File: config.mk
export PLATFORM = sky130hd
export DESIGN_NAME = ocdt_unit
export DESIGN_NICKNAME = d
export VERILOG_FILES = /design/src/rtl/ocdt_pkg.sv /design/src/rtl/ocdt_sync2.sv /design/src/rtl/ocdt_unit.sv
export VERILOG_INCLUDE_DIRS = /design/src /design/src/rtl
export SDC_FILE = /design/constraint.sdc
export NUM_CORES = 1
export LEC_CHECK = 0
export ABC_AREA = 1
export BUFFER_PORTS_ARGS = -buffer_cell sky130_fd_sc_hd__buf_2
export CAP_MARGIN = 15
export CORE_ASPECT_RATIO = 0.8
export CORE_MARGIN = 2
export CORE_UTILIZATION = 54
export CTS_CLUSTER_DIAMETER = 150
export DETAILED_ROUTE_END_ITERATION = 7
export HOLD_SLACK_MARGIN = 0.12
export PLACE_DENSITY = 0.79
export SLEW_MARGIN = 20
export SYNTH_ARGS = -nofsm -noshare
export SYNTH_HDL_FRONTEND = slang
export SYNTH_SLANG_ARGS = --single-unit
File: constraint.sdc
create_clock -name sys_clk -period 4.2 [get_ports sys_clk]
set_input_delay 0 -clock sys_clk [delete_from_list [all_inputs] [get_ports sys_clk]]
set_output_delay 0 -clock sys_clk [all_outputs]
set_load 0.01 [all_outputs]
File: src/rtl/ocdt_regs.svh
// Constants for the output compare unit with dedicated counter
`ifndef OCDT_REGS_SVH
`define OCDT_REGS_SVH
`define OCDT_CNT_W 16
`define OCDT_CNT_MAX 16'hFFFF
`define OCDT_CNT_ZERO 16'h0000
`define OCDT_SYNC_W 5
`define OCDT_SYNC_FREE 5'h00
`define OCDT_SYNC_SRCS 32
`define OCDT_CLK_SRCS 6
`define OCDT_CLK_SEL_W 3
`endif

File: src/rtl/ocdt_pkg.sv
// Types for the output compare unit with dedicated counter
package ocdt_pkg;
    typedef enum logic [1:0]
    {
        OCDT_SINGLE = 2'h0,
        OCDT_CONT = 2'h1,
        OCDT_PWM = 2'h2,
        OCDT_OFF = 2'h3
    } ocdt_mode_t;

    typedef struct packed
    {
        logic [4:0] sync_source_select;
        logic trigger_mode_select;
        logic cascade_enable;
        logic [2:0] clk_sel;
        ocdt_mode_t mode;
    } ocdt_ctrl_t;

    typedef struct packed
    {
        logic [15:0] primary_compare_value;
        logic [15:0] secondary_compare_value;
    } ocdt_cmp_t;
endpackage

File: src/rtl/ocdt_sync2.sv
// Two-stage synchroniser for a bus of pin-side levels
`timescale 1ns/1ps
module ocdt_sync2 #(
    parameter int W = 1
) (
    input wire logic sys_clk,
    input wire logic rst,
    input wire logic [W-1:0] async_in,
    output logic [W-1:0] sync_out
);
    logic [W-1:0] meta_q;

    always_ff @(posedge sys_clk or posedge rst)
    begin
        if (rst)
        begin
            meta_q <= '0;
            sync_out <= '0;
        end
        else
        begin
            meta_q <= async_in;
            sync_out <= meta_q;
        end
    end
endmodule

File: src/rtl/ocdt_unit.sv
// One output compare unit with its own 16-bit counter and cascade links
`timescale 1ns/1ps
`include "ocdt_regs.svh"

// How it works
// - Free-running counter wraps 0xFFFF to 0x0000
// - Counter matching either compare value gives event, except in off mode
// - Sync mode runs once clock source enabled
// - Sync mode clears counter on sync event
// - Trigger mode holds counter until sync event
// - Sync select zero or reset means free-running
// - Trigger bit picks trigger, else synchronous
// - Sync select chooses one of 31 sources
// - Each unit has own counter and compares
// - Odd/even pair forms 32-bit counter; only primary compare spans both halves
// - Odd unit low half, even unit high
// - Odd unit wrap increments even unit
// - Primary and secondary compare values provided
// - Single pulse, continuous pulses, or PWM output
// - Counter ticks from one of six clocks
module ocdt_unit (
    input wire logic sys_clk,
    input wire logic rst,
    input ocdt_pkg::ocdt_ctrl_t ctrl,
    input ocdt_pkg::ocdt_cmp_t cmp,
    input wire logic [5:0] clk_src,
    input wire logic [31:1] sync_src,
    input wire logic is_upper,
    input wire logic casc_carry_in,
    input wire logic casc_match_in,
    output logic casc_carry_out,
    output logic casc_match_out,
    output logic compare_out,
    output logic compare_event,
    output logic counter_running,
    output logic [15:0] compare_counter
);
    import ocdt_pkg::*;

    // --------------------------------------------------
    // Input synchronisation
    // --------------------------------------------------
    logic [5:0] clk_src_s;
    logic [31:1] sync_src_s;

    ocdt_sync2 #(.W(6)) u_clk_sync (
        .sys_clk(sys_clk),
        .rst(rst),
        .async_in(clk_src),
        .sync_out(clk_src_s)
    );

    ocdt_sync2 #(.W(31)) u_evt_sync (
        .sys_clk(sys_clk),
        .rst(rst),
        .async_in(sync_src),
        .sync_out(sync_src_s)
    );

    // --------------------------------------------------
    // Tick and sync event detection
    // --------------------------------------------------
    logic [5:0] clk_prev_q;
    logic [31:1] sync_prev_q;
    logic [31:0] sync_rise;
    logic src_rise;
    logic sync_evt;
    logic tick;
    logic free_mode;
    logic trig_mode;

    always_ff @(posedge sys_clk or posedge rst)
    begin
        if (rst)
        begin
            clk_prev_q <= '0;
            sync_prev_q <= '0;
        end
        else
        begin
            clk_prev_q <= clk_src_s;
            sync_prev_q <= sync_src_s;
        end
    end

    genvar gi;
    generate
        for (gi = 1; gi < `OCDT_SYNC_SRCS; gi++)
        begin : g_sync
            assign sync_rise[gi] = sync_src_s[gi] & ~sync_prev_q[gi];
        end
    endgenerate
    assign sync_rise[0] = 1'b0;

    always_comb
    begin
        src_rise = 1'b0;
        if (ctrl.clk_sel < 3'(`OCDT_CLK_SRCS))
        begin
            src_rise = clk_src_s[ctrl.clk_sel] & ~clk_prev_q[ctrl.clk_sel];
        end
    end

    assign sync_evt = sync_rise[ctrl.sync_source_select];
    assign free_mode = (ctrl.sync_source_select == `OCDT_SYNC_FREE);
    assign trig_mode = ~free_mode & ctrl.trigger_mode_select;
    // Upper unit of a pair steps only on the lower unit's wrap
    assign tick = (ctrl.cascade_enable & is_upper) ? casc_carry_in : src_rise;

    // --------------------------------------------------
    // Trigger arming
    // --------------------------------------------------
    logic armed_q;

    always_ff @(posedge sys_clk or posedge rst)
    begin
        if (rst)
            armed_q <= 1'b0;
        else if (!trig_mode)
            armed_q <= 1'b0;
        else if (sync_evt)
            armed_q <= 1'b1;
    end

    logic run;
    assign run = ~trig_mode | armed_q | sync_evt;

    // --------------------------------------------------
    // Counter
    // --------------------------------------------------
    logic [15:0] cnt_q;
    logic [15:0] cnt_d;
    logic wrap;

    assign wrap = tick & run & (cnt_q == `OCDT_CNT_MAX);

    always_comb
    begin
        cnt_d = cnt_q;
        if (!free_mode && !trig_mode && sync_evt)
            cnt_d = `OCDT_CNT_ZERO;
        else if (tick && run)
            cnt_d = cnt_q + 16'h0001;
    end

    always_ff @(posedge sys_clk or posedge rst)
    begin
        if (rst)
            cnt_q <= `OCDT_CNT_ZERO;
        else
            cnt_q <= cnt_d;
    end

    // --------------------------------------------------
    // Compare matching
    // --------------------------------------------------
    logic pri_hit;
    logic sec_hit;
    logic pri_match;
    logic sec_match;

    assign pri_hit = (cnt_q == cmp.primary_compare_value);
    assign sec_hit = (cnt_q == cmp.secondary_compare_value);
    // Upper unit's primary match needs its own hit and the lower half's registered match
    assign pri_match = (ctrl.cascade_enable && is_upper) ? (pri_hit & casc_match_in) : pri_hit;
    assign sec_match = sec_hit;

    logic edge_pri;
    logic edge_sec;
    logic pri_seen_q;
    logic sec_seen_q;

    always_ff @(posedge sys_clk or posedge rst)
    begin
        if (rst)
        begin
            pri_seen_q <= 1'b0;
            sec_seen_q <= 1'b0;
        end
        else
        begin
            pri_seen_q <= pri_match;
            sec_seen_q <= sec_match;
        end
    end

    assign edge_pri = pri_match & ~pri_seen_q;
    assign edge_sec = sec_match & ~sec_seen_q;

    // --------------------------------------------------
    // Output waveform
    // --------------------------------------------------
    logic out_q;
    logic done_q;
    logic evt_q;

    always_ff @(posedge sys_clk or posedge rst)
    begin
        if (rst)
        begin
            out_q <= 1'b0;
            done_q <= 1'b0;
        end
        else
        begin
            case (ctrl.mode)
                OCDT_SINGLE:
                begin
                    if (edge_pri && !done_q)
                        out_q <= 1'b1;
                    else if (edge_sec && out_q)
                    begin
                        out_q <= 1'b0;
                        done_q <= 1'b1;
                    end
                end
                OCDT_CONT:
                begin
                    done_q <= 1'b0;
                    if (edge_pri)
                        out_q <= 1'b1;
                    else if (edge_sec)
                        out_q <= 1'b0;
                end
                OCDT_PWM:
                begin
                    done_q <= 1'b0;
                    if (edge_pri)
                        out_q <= 1'b1;
                    else if (edge_sec)
                        out_q <= 1'b0;
                end
                default:
                begin
                    out_q <= 1'b0;
                    done_q <= 1'b0;
                end
            endcase
        end
    end

    always_ff @(posedge sys_clk or posedge rst)
    begin
        if (rst)
            evt_q <= 1'b0;
        else
            evt_q <= (edge_pri | edge_sec) & (ctrl.mode != OCDT_OFF);
    end

    // Registered copies so every output leaves a flip-flop
    logic carry_q;
    logic run_q;
    logic low_match_q;

    always_ff @(posedge sys_clk or posedge rst)
    begin
        if (rst)
        begin
            carry_q <= 1'b0;
            run_q <= 1'b0;
            low_match_q <= 1'b0;
        end
        else
        begin
            carry_q <= wrap & ctrl.cascade_enable & ~is_upper;
            run_q <= run;
            // Lags one cycle, as the upper counter lags the lower
            low_match_q <= pri_hit;
        end
    end

    assign casc_carry_out = carry_q;
    assign casc_match_out = low_match_q;
    assign compare_out = out_q;
    assign compare_event = evt_q;
    assign counter_running = run_q;
    assign compare_counter = cnt_q;
endmodule

# [Word level (Yosys, flattened, before mapping)]
# Cells that the tools add are included.
[op_classes] addsub=1 mul=0 div_mod_pow=0 n_lt_le_gt_ge=3 eq_ne=11 n_shift=0 mux=21 bitwise_logic=82 reduce_logical=15
[ops] cell="bitwise AND 1 bit" count=42
[ops] cell="inverter 1 bit" count=37
[ops] cell="== test 16 bit" count=2
[ops] cell="2-to-1 mux 16 bit" count=2
[ops] cell="adder 16 x 1 -> 16 bit, second input constant" count=1
[ops] cell="== test 16 bit, second input constant" count=1
[ops] cell="2-to-1 mux 1 bit" count=15
[ops] cell="inequality test 2 bit, second input constant" count=4
[ops] cell="binary-select mux 1 bit (select 3 bit)" count=2
[ops] cell="logical AND 1 bit" count=6
[ops] cell="< comparator 5 x 6 -> 1 bit, second input constant" count=1
[ops] cell="binary-select mux 1 bit (select 5 bit)" count=1
[ops] cell="logical NOT 5 bit" count=1
[ops] cell="< comparator 3 x 4 -> 1 bit, second input constant" count=1
[ops] cell="AND reduction 2 bit" count=2
[ops] cell="logical NOT 1 bit" count=3
[ops] cell="< comparator 3 bit, second input constant" count=1
[ops] cell="inequality test 3 x 1 -> 1 bit, second input constant" count=1
[ops] cell="inequality test 3 bit, second input constant" count=1
[ops] cell="bitwise OR 1 bit" count=3
[ops] cell="== test 2 x 1 -> 1 bit, second input constant" count=1
[ops] cell="== test 2 bit, second input constant" count=1
[ops] cell="logical NOT 2 bit" count=1
[ops] cell="case mux 1 bit (2 select lines)" count=1
[ops] cell="2 further kinds" count=2
[word_totals] register_bits=136 latch_bits=0 ram_bits=0 mem_bits_ro=0 output_inout_bits=21 wordCells=149 n_memories=0

# [Depth between registers and ports, before layout]
# Gate-level depths: netlist of run 1.
[logic_depth] word_depth=10 ltp_mapped=14 mapped_depth_nobuf=13

# [By module]
# From an unflattened synthesis of run 1, not the netlist that was laid out.
[hier_totals] cells_unflattened=502 area_unflattened_um2=5313.8
[by_module_without_submodules] mod="ocdt_unit" n_inst=1 cells_per_inst=426 area_each_um2=3454.6 seq_area_each_um2=1551.5
[by_module_without_submodules] mod="ocdt_sync2 at u_evt_sync" n_inst=1 cells_per_inst=63 area_each_um2=1555.2 seq_area_each_um2=1551.5
[by_module_without_submodules] mod="ocdt_sync2 at u_clk_sync" n_inst=1 cells_per_inst=13 area_each_um2=304.0 seq_area_each_um2=300.3

# [Worst setup path after synthesis of run 1]
# OpenSTA, ideal clock, no wires.
[synth_timing] path_type="reg2reg" start="register cnt_q[0], in the netlist compare_counter[0]" end="register cnt_q[14], in the netlist compare_counter[14]" setup_ps=65 arrival_time_ps=1667 t_required_ps=4135 path_slack_ps=2467 stages_incl_launch_ff=11 n_path_buf=0 path_cell_list="dfrtp_1 ha_1 nand3_1 inv_1 nand3_1 nor2_1 nand2_1 nor2_1 xor2_1 nand4_1 nand2_1"
[synth_between] elab_chain_cells=3
[synth_rtl] item="start: declaration" line="ocdt_unit.sv:131" source="logic [15:0] cnt_q;"
[synth_rtl] item="start signal: assignment" line="ocdt_unit.sv:149" source="cnt_q <= `OCDT_CNT_ZERO;"
[synth_rtl] item="start signal: assignment" line="ocdt_unit.sv:151" source="cnt_q <= cnt_d;"
[synth_rtl] item="adder 16 x 1 -> 16 bit" line="ocdt_unit.sv:143" source="cnt_d = cnt_q + 16'h0001;"
[synth_rtl] item="2-to-1 mux 16 bit" line="ocdt_unit.sv:142" source="else if (tick && run)"
[synth_rtl] item="2-to-1 mux 16 bit" line="ocdt_unit.sv:140" source="if (!free_mode && !trig_mode && sync_evt)"
# No other way between the ends. The select of a mux whose other input is x is not followed.
# A chain may end at the register's enable or synchronous reset.

# [Final worst setup path of run 1]
[layout_timing] start="register cnt_q[11], in the netlist compare_counter[11]" end="register evt_q, in the netlist compare_event"
[layout_between] elab_chain_cells=6 elab_cells_between_ends=8 cone_classes="eq/ne (2); mux (1); bitwise (5)"
[layout_rtl] item="== test 16 bit *" line="ocdt_unit.sv:162" source="assign pri_hit = (cnt_q == cmp.primary_compare_value);"
[layout_rtl] item="via pri_hit" line="ocdt_unit.sv:157" source="logic pri_hit;"
[layout_rtl] item="bitwise AND 1 bit" line="ocdt_unit.sv:165" source="assign pri_match = (ctrl.cascade_enable && is_upper) ? (pri_hit & casc_match_in) : pri_hit;"
[layout_rtl] item="2-to-1 mux 1 bit *" line="ocdt_unit.sv:165"
[layout_rtl] item="bitwise AND 1 bit *" line="ocdt_unit.sv:187" source="assign edge_pri = pri_match & ~pri_seen_q;"
[layout_rtl] item="bitwise OR 1 bit *" line="ocdt_unit.sv:247" source="evt_q <= (edge_pri | edge_sec) & (ctrl.mode != OCDT_OFF);"
[layout_rtl] item="bitwise AND 1 bit *" line="ocdt_unit.sv:247"
[layout_rtl] item="end signal: assignment" line="ocdt_unit.sv:247"
[layout_rtl] item="end: declaration" line="ocdt_unit.sv:195" source="logic evt_q;"
# The timed path passes the listed nets; every way through them passes the cells marked *.

==> results of run 1 <==
## cell type report
cell class	count	area share, %
multi-input cells	293	22.5
well taps	136	2.39
flip-flops and latches	136	47.7
clock inverters	14	1.84
inverters	58	3.12
clock buffers	18	6.02
repair buffers	170	16.4
## kinds of logic after synthesis
group,synth area share (%)
buffers and inverters,6.49
AOI/OAI and AO/OA,1.31
xor gates and xnor gates,4.58
adders and majority gates,0.701
DFF,63.5
and+or+nand+nor,23.4
## cell usage in the layout, fill, tap and decap left out, types with 3 or more instances in the layout
| master | synthesis | final |
|---|---|---|
| nor2_1 | 41 | 41 |
| xor2_1 | 19 | 19 |
| inv_1 | 56 | 55 |
| dlygate4sd3_1 | 0 | 62 |
| ha_1 | 3 | 3 |
| nand2_1 | 90 | 90 |
| nand3b_1 | 15 | 15 |
| nand3_2 | 11 | 11 |
| buf_2 | 5 | 106 |
| inv_6 | 0 | 7 |
| nand3_1 | 60 | 60 |
| clkinvlp_4 | 0 | 3 |
| nand4_1 | 23 | 23 |
| a21oi_1 | 3 | 3 |
| dfrtp_1 | 136 | 136 |
| xnor2_1 | 9 | 9 |
| clkbuf_16 | 0 | 17 |
| or2_2 | 5 | 5 |
## routing by layer
metal	global-route usage, %	vias up	wire length, um
li1	-	1960	-
met1	31.0	1993	5160
met2	41.9	149	6230
met3	5.77	23	653
met4	8.73	0	202
met5	0	-	0
## critical path: cells and delay by family, from the launching register on
family | cells | cell delay [ns]
AOI/OAI and AO/OA | 1 | 0.14
xor gates and xnor gates | 1 | 0.17
buffers and inverters | 4 | 2.22
DFF | 1 | 0.59
and+or+nand+nor | 5 | 0.64
## final timing paths
path / startpoint / to / slack [ns] / cells after the start
max: compare_counter[11]$_DFFE_PP0P_ / compare_event$_DFF_PP0_ / 0.38 / 11
min: ctrl[10] / counter_running$_DFF_PP0_ / 0.19 / 4
max reg2reg: compare_counter[11]$_DFFE_PP0P_ / compare_event$_DFF_PP0_ / 0.38 / 11
min reg2reg: u_clk_sync.meta_q[5]$_DFF_PP0_ / u_clk_sync.sync_out[5]$_DFF_PP0_ / 0.34 / 0
max in group asynchronous: rst / u_evt_sync.sync_out[26]$_DFF_PP0_ / 2.95 / 4
min in group asynchronous: rst / u_evt_sync.meta_q[10]$_DFF_PP0_ / 0.21 / 3
## stage by stage
| step | hold WS [ns] | util (%) | power, mW | instance area, um^2 |
|---|---|---|---|---|
| after CTS | 0.167 | 73.9 | 3.10 | 7130 |
| after global routing | 0.213 | 73.9 | 3.22 | 7130 |
| after floorplan | 0.0314 | - | 1.59 | 5360 |
| after global placement | 0.0414 | 61.6 | 1.67 | 5950 |
| final | 0.193 | 73.9 | 3.09 | 7130 |
| after detailed placement | 0.0494 | 61.6 | 1.68 | 5950 |
## timing repair
item | CTS | global route
hold endpoints to repair | 83 | 0
resized for setup | 0 | 0
hold buffers | 62 | 0
## flip-flops by register name (all words and copies together) (netlist names)
register and flops:
armed_q 1, casc_carry_out 1, casc_match_out 1, clk_prev_q 6, compare_counter 16, compare_event 1
compare_out 1, counter_running 1, done_q 1, pri_seen_q 1, sec_seen_q 1, sync_prev_q 31
u_clk_sync.meta_q 6, u_clk_sync.sync_out 6, u_evt_sync.meta_q 31, u_evt_sync.sync_out 31
## power by group
group	internal, mW	leakage (nW)	switching (mW)	total [mW]
registers	1.38	1.64	0.0445	1.42
clock network	0.781	0.266	0.605	1.39
logic	0.128	1.66	0.158	0.286
==> impl_results.md, run 1 <==
- WL final: 12,300 um
- CP Cell Sequence: xnor2_1 -> nand3_1 -> dlygate4sd3_1 -> nor2_1 -> dlygate4sd3_1 -> nand2_1 -> dlygate4sd3_1 -> nor2_1 -> nand3_1 -> a21oi_1 -> dlygate4sd3_1
- Pins Over Slew Limit: 0
- Synth cell types: 32
- TritonCTS Sinks: 136
- Max-cap viol count: 0
- Post-synthesis sequential area ratio: 63.5%
- Number of buffers added on ports: 106
- DPL Wire Length: 7490 um
- Area Overhead vs Synth: 33.1%
- Startpoint types: flip-flop
- Vias in the first global route: 4,282
- ANT cells: 0
- Setup violations, final: 0
- Worst path most repeated cell: dlygate4sd3_1
- Leakage power: 3.56 nW
- Routability cong.: 0.855
- CTS tree: done
- Largest stage delay on the critical path: 0.59 ns
- 1st-iter DRT viols: 192
- Syn Area/Cell: 10.6 um^2
- Hold Fails Final Rpt: 0
- Synth area leaders: dfrtp_1 (64%), nand2_1 (6.3%), nand3_1 (5.6%)
- CP Data Arrival Time: 4.16 ns
- PwrDens: 434 nW/um^2
- Register area: 3400 um^2
- Yosys top cell area share: 63.5%
- RSZ-0062 raised after global routing: no
- Die Wd: 115 um
- Num rows: 32
- Die H: 93.1 um
- Via-to-Cell Ratio: 5.00
- Outcome: completed
- Crit path max fanout: 8
- Syn Inst Count: 505
- First-pass GRT wire length: 20,100 um
- Num CTS Buffers: 17
- Clock transition at path regs: 0.06 ns
- Crit end category: flip-flop
- Largest area contributor in the netlist: dfrtp_1
- H-tree lvl count: 4
- Tmin final: 3.82 ns
- WL per Instance: 14.9 um
- Post-layout nets: 765
- Synth top cells by count: dfrtp_1 (136), nand2_1 (90), nand3_1 (60), inv_1 (56), nor2_1 (41)
- IO Pins: 107
- Post-Syn Area: 5360 um^2
- GR Util All Layers: 24.6%
- Post-synth ARST share: 100%
- VDD IR max: 395 uV
- Max Clk Rate: 262 MHz
- Setup repair bufs after CTS: 0
- Initial core utilization: 55.5%
- Rel. slew slack: 55.8%
- Die ar.: 10,700 um^2
- Worst Setup Path Type: flip-flop to flip-flop
- Root Buffer: clkbuf_16
- YS warnings: 0
- Hold Crit Class: input pin to flip-flop
- GR Overflow Total: 0
- Worst Slack Setup Final: 0.384 ns
- Count leader, synth: dfrtp_1
- Core area: 9650 um^2
- Drt first pass iters: 5
- Skew-Pair Late Insertion Delay: 0.41 ns
- Slowest stage cell, crit path: dfrtp_1
- Slew @ Worst Pin: 0.663 ns
- Clock Skew: 0.00741 ns
- Routed Antenna Nets: 0
- Initial antenna violation count: 0
- Final non-filler cell total: 825
- Dominant synthesized flop cell: dfrtp_1
- Dpl ws: 2.23 ns
- Largest net degree at the start of global routing: 58
- Synth Register Bits: 136
- Req. time, crit path: 4.55 ns
- Syn_nets: 594
- DP Cell Count: 731
- Multi-input combinational cell area: 1610 um^2
- Fillers: 635
- Period utilization: 90.9%
- Setup_tns: 0 ns
- Post-synth EDFFs: 0
- Layout cells sized above 1: 23.5%
- Via count: 4,125
- Remaining DRCs: 0
- Clock Path Buffers: 2
Power figures use the tool's default switching activity.
==> inputs of run 2 (changes only) <==
--- a/config.mk
+++ b/config.mk
@@ -15,7 +15,8 @@
 export CTS_CLUSTER_DIAMETER = 150
 export DETAILED_ROUTE_END_ITERATION = 7
 export HOLD_SLACK_MARGIN = 0.12
-export PLACE_DENSITY = 0.79
+export MAX_ROUTING_LAYER = met4
+export PLACE_DENSITY = 0.76
 export SLEW_MARGIN = 20
 export SYNTH_ARGS = -nofsm -noshare
 export SYNTH_HDL_FRONTEND = slang
==> run 2 against run 1 <==
Cell area grew 0.23%. Critical path depth is the same. Flip-flop and latch count is the same. Non-clock buffer count is the same. Register-to-register slack is essentially flat. Die area is the same. Worst hold slack gained 0.018 ns. Via count shrank 0.58%. Utilization grew 0.17 points.
==> impl_results.md, run 2 (synthesis gave the netlist of run 1 again) <==
- Clock power frac: 45.8% (was 44.8%)
- Routed Antenna Nets: 0 (unchanged)
- Crit path max fanout: 8 (unchanged)
- Startpoint types: flip-flop (unchanged)
- First-pass GRT wire length: 19,400 um (was 20,100 um)
- Drt first pass iters: 4 (was 5)
- Hold Crit Class: input pin to asynchronous set/reset pin (was input pin to flip-flop)
- Die Wd: 115 um (unchanged)
- Register share of total power: 45.2% (was 45.9%)
- GR Util All Layers: 24.2% (was 24.6%)
- Vias in the first global route: 4,279 (was 4,282)
- Clock Skew: 0.0126 ns (was 0.00741 ns)
- Post-layout nets: 765 (unchanged)
- H-tree lvl count: 4 (unchanged)
- Psw: 0.782 mW (was 0.808 mW)
- Routability cong.: 0.850 (was 0.855)
- Hold Fails Final Rpt: 0 (unchanged)
- Period utilization: 91.1% (was 90.9%)
- Core area: 9650 um^2 (unchanged)
- IO Pins: 107 (unchanged)
- Skew-Pair Late Insertion Delay: 0.41 ns (about the same)
- Most frequent cells in the layout: dfrtp_1 (136), buf_2 (106), nand2_1 (90) (unchanged)
- Tmin final: 3.83 ns (was 3.82 ns)
- 1st-iter DRT viols: 221 (was 192)
- CTS tree: done (unchanged)
- Via-to-Cell Ratio: 4.97 (was 5.00)
- Clock transition at path regs: 0.06 ns (about the same)
- Via count: 4,101 (was 4,125)
- Req. time, crit path: 4.54 ns (was 4.55 ns)
- Setup_tns: 0 ns (unchanged)
- Combinational share of power: 9.0% (was 9.3%)
- Num rows: 32 (unchanged)
- Initial core utilization: 55.5% (unchanged)
- Pins Over Slew Limit: 0 (unchanged)
- Commonest non-fill, non-tap cell in the layout: dfrtp_1 (unchanged)
- Number of buffers added on ports: 106 (unchanged)
- Setup violations, final: 0 (unchanged)
- Area Overhead vs Synth: 33.4% (was 33.1%)
- Rel. slew slack: 58.0% (was 55.8%)
- ANT cells: 0 (unchanged)
- CTS resizes: 0 (unchanged)
- Clock Path Buffers: 2 (unchanged)
- Internal: 2.35 mW (was 2.28 mW)
- Crit end category: flip-flop (unchanged)
- RSZ-0062 raised after global routing: no (unchanged)
- Die H: 93.1 um (unchanged)
- R2R Setup Slk: 0.37 ns (was 0.38 ns)
- Worst Setup Path Type: flip-flop to flip-flop (unchanged)
- Top Registers: sync_prev_q x31, u_evt_sync.meta_q x31, u_evt_sync.sync_out x31 (unchanged)
- Max Clk Rate: 261 MHz (was 262 MHz)
- Root Buffer: clkbuf_16 (unchanged)
- Outcome: completed (unchanged)
- WL per Instance: 14.1 um (was 14.9 um)
- Num CTS Buffers: 17 (unchanged)
- Layout cells sized above 1: 23.5% (unchanged)
- WL final: 11,600 um (was 12,300 um)
- Leakage power: 3.59 nW (was 3.56 nW)
- Sw Ratio: 24.9% (was 26.1%)
- Largest net degree at the start of global routing: 54 (was 58)
- Overall Power: 3.14 mW (was 3.09 mW)
- TritonCTS Sinks: 136 (unchanged)
- GR Overflow Total: 0 (unchanged)
- PwrDens: 439 nW/um^2 (was 434 nW/um^2)
- Max-cap viol count: 0 (unchanged)
- VDD IR max: 383 uV (was 395 uV)
- Initial antenna violation count: 0 (unchanged)
- Remaining DRCs: 0 (unchanged)
- DPL Wire Length: 7360 um (was 7490 um)
- CP Data Arrival Time: 4.17 ns (was 4.16 ns)
- Die ar.: 10,700 um^2 (unchanged)
- Slew @ Worst Pin: 0.628 ns (was 0.663 ns)
## run 2: path summary, 6_finish.rpt
kind	start	end	depth (start not counted)
max	compare_counter[11]$_DFFE_PP0P_	compare_event$_DFF_PP0_	11
min	rst	u_evt_sync.sync_out[15]$_DFF_PP0_	3
max reg2reg	compare_counter[11]$_DFFE_PP0P_	compare_event$_DFF_PP0_	11
min reg2reg	u_evt_sync.meta_q[2]$_DFF_PP0_	u_evt_sync.sync_out[2]$_DFF_PP0_	0
max in group asynchronous	rst	sync_prev_q[27]$_DFF_PP0_	4
min in group sys_clk	ctrl[10]	counter_running$_DFF_PP0_	4
## run 2: power groups by stage
stage                     clock (mW)  combinational [mW]  sequential (mW)
after CTS                       1.46               0.280             1.42
final                           1.44               0.282             1.42
after global placement             0               0.231             1.44
after detailed placement           0               0.239             1.44
after floorplan                    0               0.159             1.43
after global routing            1.53               0.317             1.43
## run 2: cell type report
type                    count  area [um^2]
flip-flops and latches    136         3400
fillers                   633         2500
multi-input cells         293         1610
repair buffers            170         1170
clock buffers              19          443
inverters                  58          223
well taps                 136          170
clock inverters            13          134
## run 2: repair_timing
item	4_1_cts	5_1_grt
hold buffers	62	0
endpoints found under the hold margin	93	0
buffers inserted	0	0
## run 2: layer usage
layer,global-route usage (%),vias to the layer above,share of wire [%]
met4,7.53,0,2.0
met5,-,-,0
li1,-,1967,-
met3,6.61,29,4.8
met1,31.0,1972,45
met2,38.2,133,49
## run 2: critical path, cell delays in order, from the launching register on
cell and delay (ns):
dfrtp_1 0.57, xnor2_1 0.17, nand3_1 0.08, dlygate4sd3_1 0.56, nor2_1 0.08, dlygate4sd3_1 0.54, nand2_1 0.08, dlygate4sd3_1 0.58
nor2_1 0.23, nand3_1 0.15, a21oi_1 0.16, dlygate4sd3_1 0.57
## run 2: metrics by stage
step	hold slack [ns]	worst slack [ns]	cell area (um^2)	std cells	util, %
final	0.210	0.372	7140	825	74.0
after global routing	0.215	0.221	7140	825	74.0
after CTS	0.183	0.455	7140	825	74.0
after detailed placement	0.0950	2.25	5950	731	61.6
after global placement	0.0929	2.34	5950	731	61.6
after floorplan	0.0314	0.561	5360	505	-
